[src/hw/tdf_pkg.sv]
// Purpose: constants for the transceiver diagnostic status and flag bank
// Assumes: byte-wide register port, 20 MHz clock
// Notes:   offsets are byte addresses of the diagnostic page
package tdf_pkg;
	localparam int          ADDR_W          = 8;
	localparam int          DATA_W          = 8;
	localparam int          MEAS_W          = 16;
	localparam int          NUM_CH          = 5;
	// register offsets
	localparam logic [7:0]  OFF_STATUS_CTRL = 8'h6e;
	localparam logic [7:0]  OFF_ALARM_PRI   = 8'h70;
	localparam logic [7:0]  OFF_ALARM_RX    = 8'h71;
	localparam logic [7:0]  OFF_WARN_PRI    = 8'h74;
	localparam logic [7:0]  OFF_WARN_RX     = 8'h75;
	localparam logic [7:0]  OFF_IRQ_STATUS  = 8'h80;
	localparam logic [7:0]  OFF_IRQ_MASK    = 8'h81;
	// status/control byte fields
	localparam int          SC_PIN_INH      = 7;
	localparam int          SC_SOFT_INH     = 6;
	localparam int          SC_FAULT        = 2;
	localparam int          SC_SIG_LOSS     = 1;
	localparam int          SC_NOT_READY    = 0;
	// receive flag byte fields
	localparam int          RX_HI_BIT       = 7;
	localparam int          RX_LO_BIT       = 6;
	// interrupt status fields
	localparam int          IRQ_ALARM       = 0;
	localparam int          IRQ_WARN        = 1;
	localparam int          IRQ_INHIBIT     = 2;
	localparam int          IRQ_FAULT       = 3;
	localparam int          IRQ_SIG_LOSS    = 4;
	localparam int          IRQ_READY       = 5;
	localparam int          IRQ_W           = 6;
	localparam logic [7:0]  RESET_BYTE      = 8'h00;
	localparam logic [7:0]  MASK_RESET      = 8'h00;
	// soft command response time
	localparam int          CMD_RESP_MS     = 100;
	localparam int          CLK_HZ          = 20_000_000;
	localparam longint      CMD_RESP_CYC    =
		(longint'(CMD_RESP_MS) * CLK_HZ) / 1000;
endpackage

[src/hw/tdf_bank.sv]
// Purpose: status/control byte and alarm/warning flag bytes
// Assumes: host port is byte wide, pins synchronous to i_mclk
// Notes:   alarm and warning limits arrive as ports, order
//          temperature, supply, bias, transmit power, receive power
// Behaviour
// - status bit mirrors live level of the transmit-inhibit input pin
// - soft transmit-inhibit bit is writable and reads back
// - transmitter disabled when soft bit or pin is asserted
// - status bit mirrors the transmit-fault output level
// - status bit mirrors the receive_signal_loss output level
// - active-low ready bit reads 0 once powered and data valid
// - soft commands act and show within 100 ms
// - alarm byte one: temp 7/6, supply 5/4, bias 3/2, tx power 1/0
// - alarm byte two: rx power high bit 7, low bit 6, rest reserved
// - warning byte one mirrors alarm layout against warning limits
// - warning byte two: rx power high bit 7, low bit 6
// - high flag above high limit, low flag below low limit
// - status/control byte sits at offset 110
// - temperature compared as 16-bit signed two's complement
module tdf_bank #(
	parameter int W  = tdf_pkg::MEAS_W,
	parameter int NC = tdf_pkg::NUM_CH
) (
	// clock and reset
	input  wire logic                          i_mclk,
	input  wire logic                          i_rst,
	// register port
	input  wire logic [tdf_pkg::ADDR_W-1:0]    i_addr,
	input  wire logic [tdf_pkg::DATA_W-1:0]    i_wdata,
	input  wire logic                          i_wr,
	input  wire logic                          i_rd,
	output logic [tdf_pkg::DATA_W-1:0]         o_rdata,
	// module pins and status
	input  wire logic                          i_tx_inhibit_pin,
	input  wire logic                          i_tx_fault,
	input  wire logic                          i_receive_signal_loss,
	input  wire logic                          i_power_good,
	input  wire logic                          i_meas_valid,
	// measurement
	input  wire logic                          i_sample,
	input  wire logic [NC*W-1:0]               i_value,
	input  wire logic [NC*W-1:0]               i_alarm_high,
	input  wire logic [NC*W-1:0]               i_alarm_low,
	input  wire logic [NC*W-1:0]               i_warn_high,
	input  wire logic [NC*W-1:0]               i_warn_low,
	// outputs
	output logic                               o_tx_disable,
	output logic                               o_irq
);
	logic [NC-1:0] alarm_hi;
	logic [NC-1:0] alarm_lo;
	logic [NC-1:0] warn_hi;
	logic [NC-1:0] warn_lo;

	// two comparators per channel; channel 0 is temperature, signed
	generate
		for (genvar c = 0; c < NC; c++) begin : g_ch
			tdf_cmp #(.W(W), .SIGNED(c == 0)) u_alarm (
				.i_mclk  (i_mclk),
				.i_rst   (i_rst),
				.i_sample(i_sample),
				.i_value (i_value[c*W +: W]),
				.i_high  (i_alarm_high[c*W +: W]),
				.i_low   (i_alarm_low[c*W +: W]),
				.o_high  (alarm_hi[c]),
				.o_low   (alarm_lo[c])
			);
			tdf_cmp #(.W(W), .SIGNED(c == 0)) u_warn (
				.i_mclk  (i_mclk),
				.i_rst   (i_rst),
				.i_sample(i_sample),
				.i_value (i_value[c*W +: W]),
				.i_high  (i_warn_high[c*W +: W]),
				.i_low   (i_warn_low[c*W +: W]),
				.o_high  (warn_hi[c]),
				.o_low   (warn_lo[c])
			);
		end
	endgenerate

	// flag bytes
	logic [7:0] alarm_pri;
	logic [7:0] alarm_rx;
	logic [7:0] warn_pri;
	logic [7:0] warn_rx;

	assign alarm_pri = {alarm_hi[0], alarm_lo[0], alarm_hi[1], alarm_lo[1],
			alarm_hi[2], alarm_lo[2], alarm_hi[3], alarm_lo[3]};
	assign alarm_rx  = {alarm_hi[4], alarm_lo[4], 6'h00};
	assign warn_pri  = {warn_hi[0], warn_lo[0], warn_hi[1], warn_lo[1],
			warn_hi[2], warn_lo[2], warn_hi[3], warn_lo[3]};
	assign warn_rx   = {warn_hi[4], warn_lo[4], 6'h00};

	// address decode
	logic hit_sc;
	logic hit_ap;
	logic hit_ar;
	logic hit_wp;
	logic hit_wr;
	logic hit_is;
	logic hit_im;

	assign hit_sc = (i_addr == tdf_pkg::OFF_STATUS_CTRL);
	assign hit_ap = (i_addr == tdf_pkg::OFF_ALARM_PRI);
	assign hit_ar = (i_addr == tdf_pkg::OFF_ALARM_RX);
	assign hit_wp = (i_addr == tdf_pkg::OFF_WARN_PRI);
	assign hit_wr = (i_addr == tdf_pkg::OFF_WARN_RX);
	assign hit_is = (i_addr == tdf_pkg::OFF_IRQ_STATUS);
	assign hit_im = (i_addr == tdf_pkg::OFF_IRQ_MASK);

	// soft inhibit register
	logic soft_inh_q;
	logic soft_inh_d;

	assign soft_inh_d = (i_wr && hit_sc) ? i_wdata[tdf_pkg::SC_SOFT_INH]
			: soft_inh_q;

	always_ff @(posedge i_mclk) begin
		if (i_rst)
			soft_inh_q <= 1'b0;
		else
			soft_inh_q <= soft_inh_d;
	end

	// transmit disable, registered: two cycles from write, well inside 100 ms
	logic tx_dis_q;

	always_ff @(posedge i_mclk) begin
		if (i_rst)
			tx_dis_q <= 1'b1;
		else
			tx_dis_q <= soft_inh_q | i_tx_inhibit_pin;
	end

	assign o_tx_disable = tx_dis_q;

	// status/control byte
	logic       not_ready;
	logic [7:0] sc_byte;

	assign not_ready = ~(i_power_good & i_meas_valid);
	assign sc_byte   = {i_tx_inhibit_pin, soft_inh_q, 3'h0, i_tx_fault,
			i_receive_signal_loss, not_ready};

	// interrupt events
	logic [tdf_pkg::IRQ_W-1:0] ev;
	logic [tdf_pkg::IRQ_W-1:0] prev_q;
	logic [tdf_pkg::IRQ_W-1:0] lvl;
	logic [tdf_pkg::IRQ_W-1:0] ist_q;
	logic [tdf_pkg::IRQ_W-1:0] ist_d;
	logic [tdf_pkg::IRQ_W-1:0] imask_q;
	logic [tdf_pkg::IRQ_W-1:0] wclr;

	assign lvl[tdf_pkg::IRQ_ALARM]    = |{alarm_pri, alarm_rx};
	assign lvl[tdf_pkg::IRQ_WARN]     = |{warn_pri, warn_rx};
	assign lvl[tdf_pkg::IRQ_INHIBIT]  = tx_dis_q;
	assign lvl[tdf_pkg::IRQ_FAULT]    = i_tx_fault;
	assign lvl[tdf_pkg::IRQ_SIG_LOSS] = i_receive_signal_loss;
	assign lvl[tdf_pkg::IRQ_READY]    = ~not_ready;
	assign ev    = lvl & ~prev_q;
	assign wclr  = (i_wr && hit_is) ? i_wdata[tdf_pkg::IRQ_W-1:0] : '0;
	// set wins over a clear in the same cycle
	assign ist_d = (ist_q & ~wclr) | ev;

	always_ff @(posedge i_mclk) begin
		if (i_rst) begin
			// disable is high in reset: no false edge on release
			prev_q                       <= '0;
			prev_q[tdf_pkg::IRQ_INHIBIT] <= 1'b1;
			ist_q   <= '0;
			imask_q <= '0;
		end else begin
			prev_q  <= lvl;
			ist_q   <= ist_d;
			if (i_wr && hit_im)
				imask_q <= i_wdata[tdf_pkg::IRQ_W-1:0];
		end
	end

	assign o_irq = |(ist_q & imask_q);

	// read path
	logic [7:0] rd_mux;
	logic [7:0] rdata_q;

	assign rd_mux = hit_sc ? sc_byte :
			hit_ap ? alarm_pri :
			hit_ar ? alarm_rx :
			hit_wp ? warn_pri :
			hit_wr ? warn_rx :
			hit_is ? {2'h0, ist_q} :
			hit_im ? {2'h0, imask_q} : tdf_pkg::RESET_BYTE;

	always_ff @(posedge i_mclk) begin
		if (i_rst)
			rdata_q <= tdf_pkg::RESET_BYTE;
		else if (i_rd)
			rdata_q <= rd_mux;
		else
			rdata_q <= tdf_pkg::RESET_BYTE;
	end

	assign o_rdata = rdata_q;

	logic hit_sc_q;

	always_ff @(posedge i_mclk) begin
		if (i_rst)
			hit_sc_q <= 1'b0;
		else
			hit_sc_q <= hit_sc;
	end

	// checks
	a_soft_readback: assert property (@(posedge i_mclk) disable iff (i_rst)
		i_wr && hit_sc ##1 i_rd && hit_sc |=>
		o_rdata[tdf_pkg::SC_SOFT_INH] == $past(i_wdata[tdf_pkg::SC_SOFT_INH], 2))
		else $error("soft inhibit readback wrong");
	a_pin_mirror: assert property (@(posedge i_mclk) disable iff (i_rst)
		i_rd && hit_sc |=> o_rdata[tdf_pkg::SC_PIN_INH] == $past(i_tx_inhibit_pin))
		else $error("pin inhibit not mirrored");
	a_tx_or: assert property (@(posedge i_mclk) disable iff (i_rst)
		(soft_inh_q | i_tx_inhibit_pin) |=> o_tx_disable)
		else $error("transmitter not disabled");
	a_tx_enable: assert property (@(posedge i_mclk) disable iff (i_rst)
		!i_tx_inhibit_pin && i_wr && hit_sc && !i_wdata[tdf_pkg::SC_SOFT_INH]
		##1 !i_tx_inhibit_pin |=> !o_tx_disable)
		else $error("soft command not applied");
	a_fault_loss: assert property (@(posedge i_mclk) disable iff (i_rst)
		i_rd && hit_sc |=> o_rdata[2:1] ==
		{$past(i_tx_fault), $past(i_receive_signal_loss)})
		else $error("fault or loss not mirrored");
	a_not_ready: assert property (@(posedge i_mclk) disable iff (i_rst)
		i_rd && hit_sc && i_power_good && i_meas_valid |=>
		!o_rdata[tdf_pkg::SC_NOT_READY])
		else $error("ready bit wrong");
	a_resv_zero: assert property (@(posedge i_mclk) disable iff (i_rst)
		i_rd && (hit_sc || hit_ar || hit_wr) |=>
		(hit_sc_q ? o_rdata[5:3] == 3'h0 : o_rdata[5:0] == 6'h00))
		else $error("reserved bits not zero");
	a_temp_high: assert property (@(posedge i_mclk) disable iff (i_rst)
		i_sample && ($signed(i_value[W-1:0]) > $signed(i_alarm_high[W-1:0]))
		|=> alarm_pri[7])
		else $error("temperature high alarm missed");
	a_rx_low: assert property (@(posedge i_mclk) disable iff (i_rst)
		i_sample && (i_warn_low[4*W +: W] > i_value[4*W +: W])
		|=> warn_rx[tdf_pkg::RX_LO_BIT] ##0 warn_pri == {warn_hi[0],
		warn_lo[0], warn_hi[1], warn_lo[1], warn_hi[2], warn_lo[2],
		warn_hi[3], warn_lo[3]})
		else $error("receive low warning missed");
	a_rx_alarm: assert property (@(posedge i_mclk) disable iff (i_rst)
		i_sample && (i_value[4*W +: W] > i_alarm_high[4*W +: W])
		|=> alarm_rx[tdf_pkg::RX_HI_BIT])
		else $error("receive high alarm missed");
	a_offset_sc: assert property (@(posedge i_mclk) disable iff (i_rst)
		hit_sc |-> i_addr == 8'h6e)
		else $error("status byte offset wrong");
endmodule

[src/hw/tdf_cmp.sv]
// Purpose: one monitored channel compared against high and low limits
// Assumes: thresholds held outside, values refreshed on i_sample
// Notes:   high flag on value above high, low flag on value below low
module tdf_cmp #(
	parameter int W      = 16,
	parameter bit SIGNED = 1'b0
) (
	// clock and reset
	input  wire logic         i_mclk,
	input  wire logic         i_rst,
	// measurement
	input  wire logic         i_sample,
	input  wire logic [W-1:0] i_value,
	input  wire logic [W-1:0] i_high,
	input  wire logic [W-1:0] i_low,
	// flags
	output logic              o_high,
	output logic              o_low
);
	logic above;
	logic below;
	logic high_q;
	logic low_q;

	assign above = SIGNED ? ($signed(i_value) > $signed(i_high))
			: (i_value > i_high);
	assign below = SIGNED ? ($signed(i_value) < $signed(i_low))
			: (i_value < i_low);

	always_ff @(posedge i_mclk) begin
		if (i_rst) begin
			high_q <= 1'b0;
			low_q  <= 1'b0;
		end else if (i_sample) begin
			high_q <= above;
			low_q  <= below;
		end
	end

	assign o_high = high_q;
	assign o_low  = low_q;
endmodule

[config.mk]
export PLATFORM = sky130hd
export DESIGN_NAME = tdf_bank
export DESIGN_NICKNAME = d
export VERILOG_FILES = /design/src/hw/tdf_pkg.sv /design/src/hw/tdf_bank.sv /design/src/hw/tdf_cmp.sv
export SDC_FILE = /design/constraint.sdc
export NUM_CORES = 1
export LEC_CHECK = 0
export BUFFER_PORTS_ARGS = -buffer_cell sky130_fd_sc_hd__buf_2
export CAP_MARGIN = 20
export CORE_AREA = 3 3 170 172
export CTS_CLUSTER_DIAMETER = 50
export DETAILED_ROUTE_END_ITERATION = 6
export DIE_AREA = 0 0 173 175
export GPL_TIMING_DRIVEN = 0
export MAX_ROUTING_LAYER = met4
export PLACE_DENSITY = 0.76
export RECOVER_POWER = 100
export SLEW_MARGIN = 40
export SYNTH_ARGS = -nofsm -noshare
export SYNTH_HDL_FRONTEND = slang
export SYNTH_SLANG_ARGS = --single-unit
[constraint.sdc]
create_clock -name i_mclk -period 1.8 [get_ports i_mclk]
set_input_delay 0.36 -clock i_mclk [delete_from_list [all_inputs] [get_ports i_mclk]]
set_output_delay 0.36 -clock i_mclk [all_outputs]
set_load 0.01 [all_outputs]
==> results.json <==
{
  "status": "completed",
  "max-slew-margin-rel_pct": 50.1,
  "rsz0062_at_grt": "false",
  "first_global_vias": 10700,
  "synth_cells": 1276,
  "start_kind": "input pin",
  "async_reset_ff_share_pct": 0,
  "worst_slew_pin_slew_ps": 748,
  "hold-worst-slack_ps": 267,
  "criticalPathCategory": "in2reg",
  "synth_area_sq_mm": 0.00977,
  "drv_slew": 0,
  "ant_nets": 0,
  "p_leak_nw": 7.73,
  "cts_sinks": 48,
  "wirelength_mm": 35.2,
  "rr_endpoint": "ist_q[1]",
  "grt-ovfl-total": 0,
  "postPlaceCellArea_sq_mm": 0.0124,
  "synth_ff_type": "dfxtp_1",
  "final_area_sq_mm": 0.0126,
  "drc": 0,
  "fp-row-count": 61,
  "post-route-period-util_pct": 97.0,
  "worst-r2r-cell-count": 4,
  "syn_to_final_growth_pct": 28.9,
  "rr_startpoint": "g_ch[3].u_warn.o_high",
  "yosys.cell_types.count": 55,
  "cts.path.max_buffers": 2,
  "pin_count": 436,
  "fmax_mhz": 572,
  "vias": 10700,
  "fin_nets": 2453,
  "place_hpwl_mm": 31.4,
  "min_path_cells": 2,
  "htreeDepth": 2,
  "r2r_setup_slack_ps": 590,
  "critPathCaptureType": "flop",
  "cts_tree": "done",
  "min_period_ps": 1750,
  "syn_avg_cell_area_sq_um": 7.66,
  "initial_core_util_pct": 35.4,
  "drt-initial-drc-count": 445,
  "yosysSeqAreaShare_pct": 9.83,
  "clkTransAtPathRegs_ps": 70,
  "setup_viol": 0,
  "setup_ws_ps": 53.1,
  "die_h_um": 175,
  "cts_made_buffers": 5,
  "grt_pass1_wl_mm": 55.0,
  "max-vdd-ir-drop_mv": 0.337,
  "viasPerCell": 5.08,
  "max-cap-violations": 0,
  "cts_root_buf": "clkbuf_16",
  "die_area_sq_mm": 0.0303,
  "port_buffers": 433,
  "timing.hold.worst.start": "i_tx_inhibit_pin",
  "grt_usage_pct": 22.9,
  "drive_gt1_share_pct": 26.3,
  "hold_path.class": "in2reg",
  "fp.coreArea_sq_mm": 0.0276,
  "place_congestion": 0.945,
  "synth-edff-count": 0,
  "ys_ff_latch": 48,
  "hold_viol_final": 0,
  "finClkSkew_ps": 3.98,
  "cp_data_required_time_ps": 2020,
  "hold_end": "o_tx_disable",
  "hold_buffers": 0,
  "p_per_area_mw_per_mm2": 371,
  "dr.pass1.iters": 6,
  "grt_max_degree": 17,
  "syn_nets": 2012,
  "yosys_warnings": 0,
  "wire_per_inst_um": 16.8,
  "place_worst_setup_slack_ps": -522,
  "fin_util_pct": 45.6,
  "cp.arrival_ps": 1970,
  "die_x_um": 173,
  "path_max_fanout": 4,
  "insertion_delay_ps": 290,
  "antenna_found_initial": 2
}
==> cell families after synthesis <==
family / count (synthesis) / share of synthesized area [%]
compound gates: 296 / 20.1
fa+ha+maj: 310 / 39.7
mux: 20 / 2.38
simple gates: 273 / 15.2
flops: 48 / 9.83
buf+inv: 329 / 12.7
==> placed cells by master (no fill, tap or decap), drive strengths merged, types with 4 or more instances in the layout <==
| cell type | count |
|---|---|
| dfxtp | 48 |
| and3 | 24 |
| clkbuf | 31 |
| a21o | 66 |
| mux2 | 6 |
| o41ai | 4 |
| nand3b | 5 |
| or3 | 4 |
| nor3b | 9 |
| a211oi | 22 |
| o21a | 4 |
| nand2 | 39 |
| inv | 319 |
| nor4 | 11 |
| a31oi | 11 |
| o211ai | 13 |
| a22oi | 6 |
| nor2 | 52 |
| o22ai | 11 |
| nand4 | 35 |
| mux2i | 12 |
| buf | 419 |
| nand2b | 17 |
| nor2b | 16 |
| nor3 | 13 |
| o21ai | 32 |
| a221o | 11 |
| a2111oi | 9 |
| a21oi | 85 |
| o21bai | 7 |
| ha | 310 |
| nand3 | 34 |
==> synthesized netlist by cell type (4+ instances only) <==
cell type	number	area (sq um)
o41ai_1	4	35.0
nand3b_1	5	37.5
ha_1	310	3880
nand3_1	33	165
nand4_1	35	219
nor2b_1	16	100
or3_1	4	25.0
nor4_1	10	62.6
a21oi_1	85	425
clkbuf_1	8	30.0
o21bai_1	7	52.6
dfxtp_1	48	961
inv_1	318	1190
a211oi_1	22	165
a22oi_1	6	45.0
and3_1	24	150
mux2i_1	12	120
nand2b_1	17	106
o211ai_1	13	97.6
o21ai_0	32	160
a21o_1	66	495
mux2_2	6	67.6
nor3b_1	8	60.1
a2111oi_0	9	78.8
a31oi_1	11	68.8
nand2_1	39	146
nor3_1	13	65.1
o21a_1	4	30.0
o22ai_1	11	68.8
a221o_1	11	110
nor2_1	52	195
==> layout make-up <==
type / instances / area [sq um]
antenna: 2 / 5.00
buffer: 11 / 48.8
clock buffer: 5 / 125
clock inverter: 3 / 46.3
fill: 2791 / 15000
inverter: 318 / 1190
multi-input combinational: 899 / 7590
sequential: 48 / 961
tap: 378 / 473
timing repair buffer: 434 / 2160
==> per-stage QoR <==
step | total power (W) | instances | TNS, ps
after floorplan | 0.00251 | 1276 | 0
after global placement | 0.00348 | 2087 | -7990
after detailed placement | 0.00357 | 2087 | -7680
after CTS | 0.00472 | 2096 | 0
after global routing | 0.00511 | 2098 | 0
final | 0.00468 | 2098 | 0
==> repair_timing <==
item,in CTS,in global routing
gates resized for setup,5,3
buffers inserted,1,0
pin swaps,2,5
endpoints found under the setup margin,13,3
==> state kept, by name, summed over array words and instances, names as in the netlist <==
name / count
ist_q: 6
o_rdata: 8
g_ch.u_alarm.o_high: 5
soft_inh_q: 1
imask_q: 6
g_ch.u_warn.o_low: 5
g_ch.u_warn.o_high: 5
o_tx_disable: 1
prev_q: 6
g_ch.u_alarm.o_low: 5
==> layer usage <==
| layer | part of all wire (%) | vias up | GRT usage (%) |
|---|---|---|---|
| met4 | 1.3 | 0 | 3.28 |
| met5 | 0 | - | - |
| met1 | 44 | 4903 | 27.7 |
| li1 | - | 5384 | - |
| met3 | 4.9 | 32 | 3.09 |
| met2 | 50 | 342 | 41.5 |
==> how the worst max path moves through the flow <==
stage	start	endpoint	cells past startpoint
floorplan	i_warn_high[12]	g_ch[0].u_warn.o_high	6
global placement	i_sample	g_ch[0].u_warn.o_high	7
detailed placement	i_sample	g_ch[0].u_alarm.o_low	7
CTS	i_value[75]	g_ch[4].u_alarm.o_high	7
global route	i_value[26]	g_ch[1].u_warn.o_high	7
finish	i_value[77]	g_ch[4].u_alarm.o_high	7
==> power breakdown <==
part / switching (W) / internal (W) / leakage [nW] / total (W)
clock: 0.000454 / 0.000662 / 0.0804 / 0.00112
sequential: 0.0000656 / 0.00113 / 0.394 / 0.00119
combinational: 0.00123 / 0.00114 / 7.25 / 0.00237
total: 0.00175 / 0.00292 / 7.73 / 0.00468
==> critical path: stages <==
cell and delay, ps:
buf_2 150, ha_1 310, nand4_1 150, or4_1 560
a31oi_2 200, nor4_2 90, o21ai_1 140
Power figures use the tool's default switching activity.
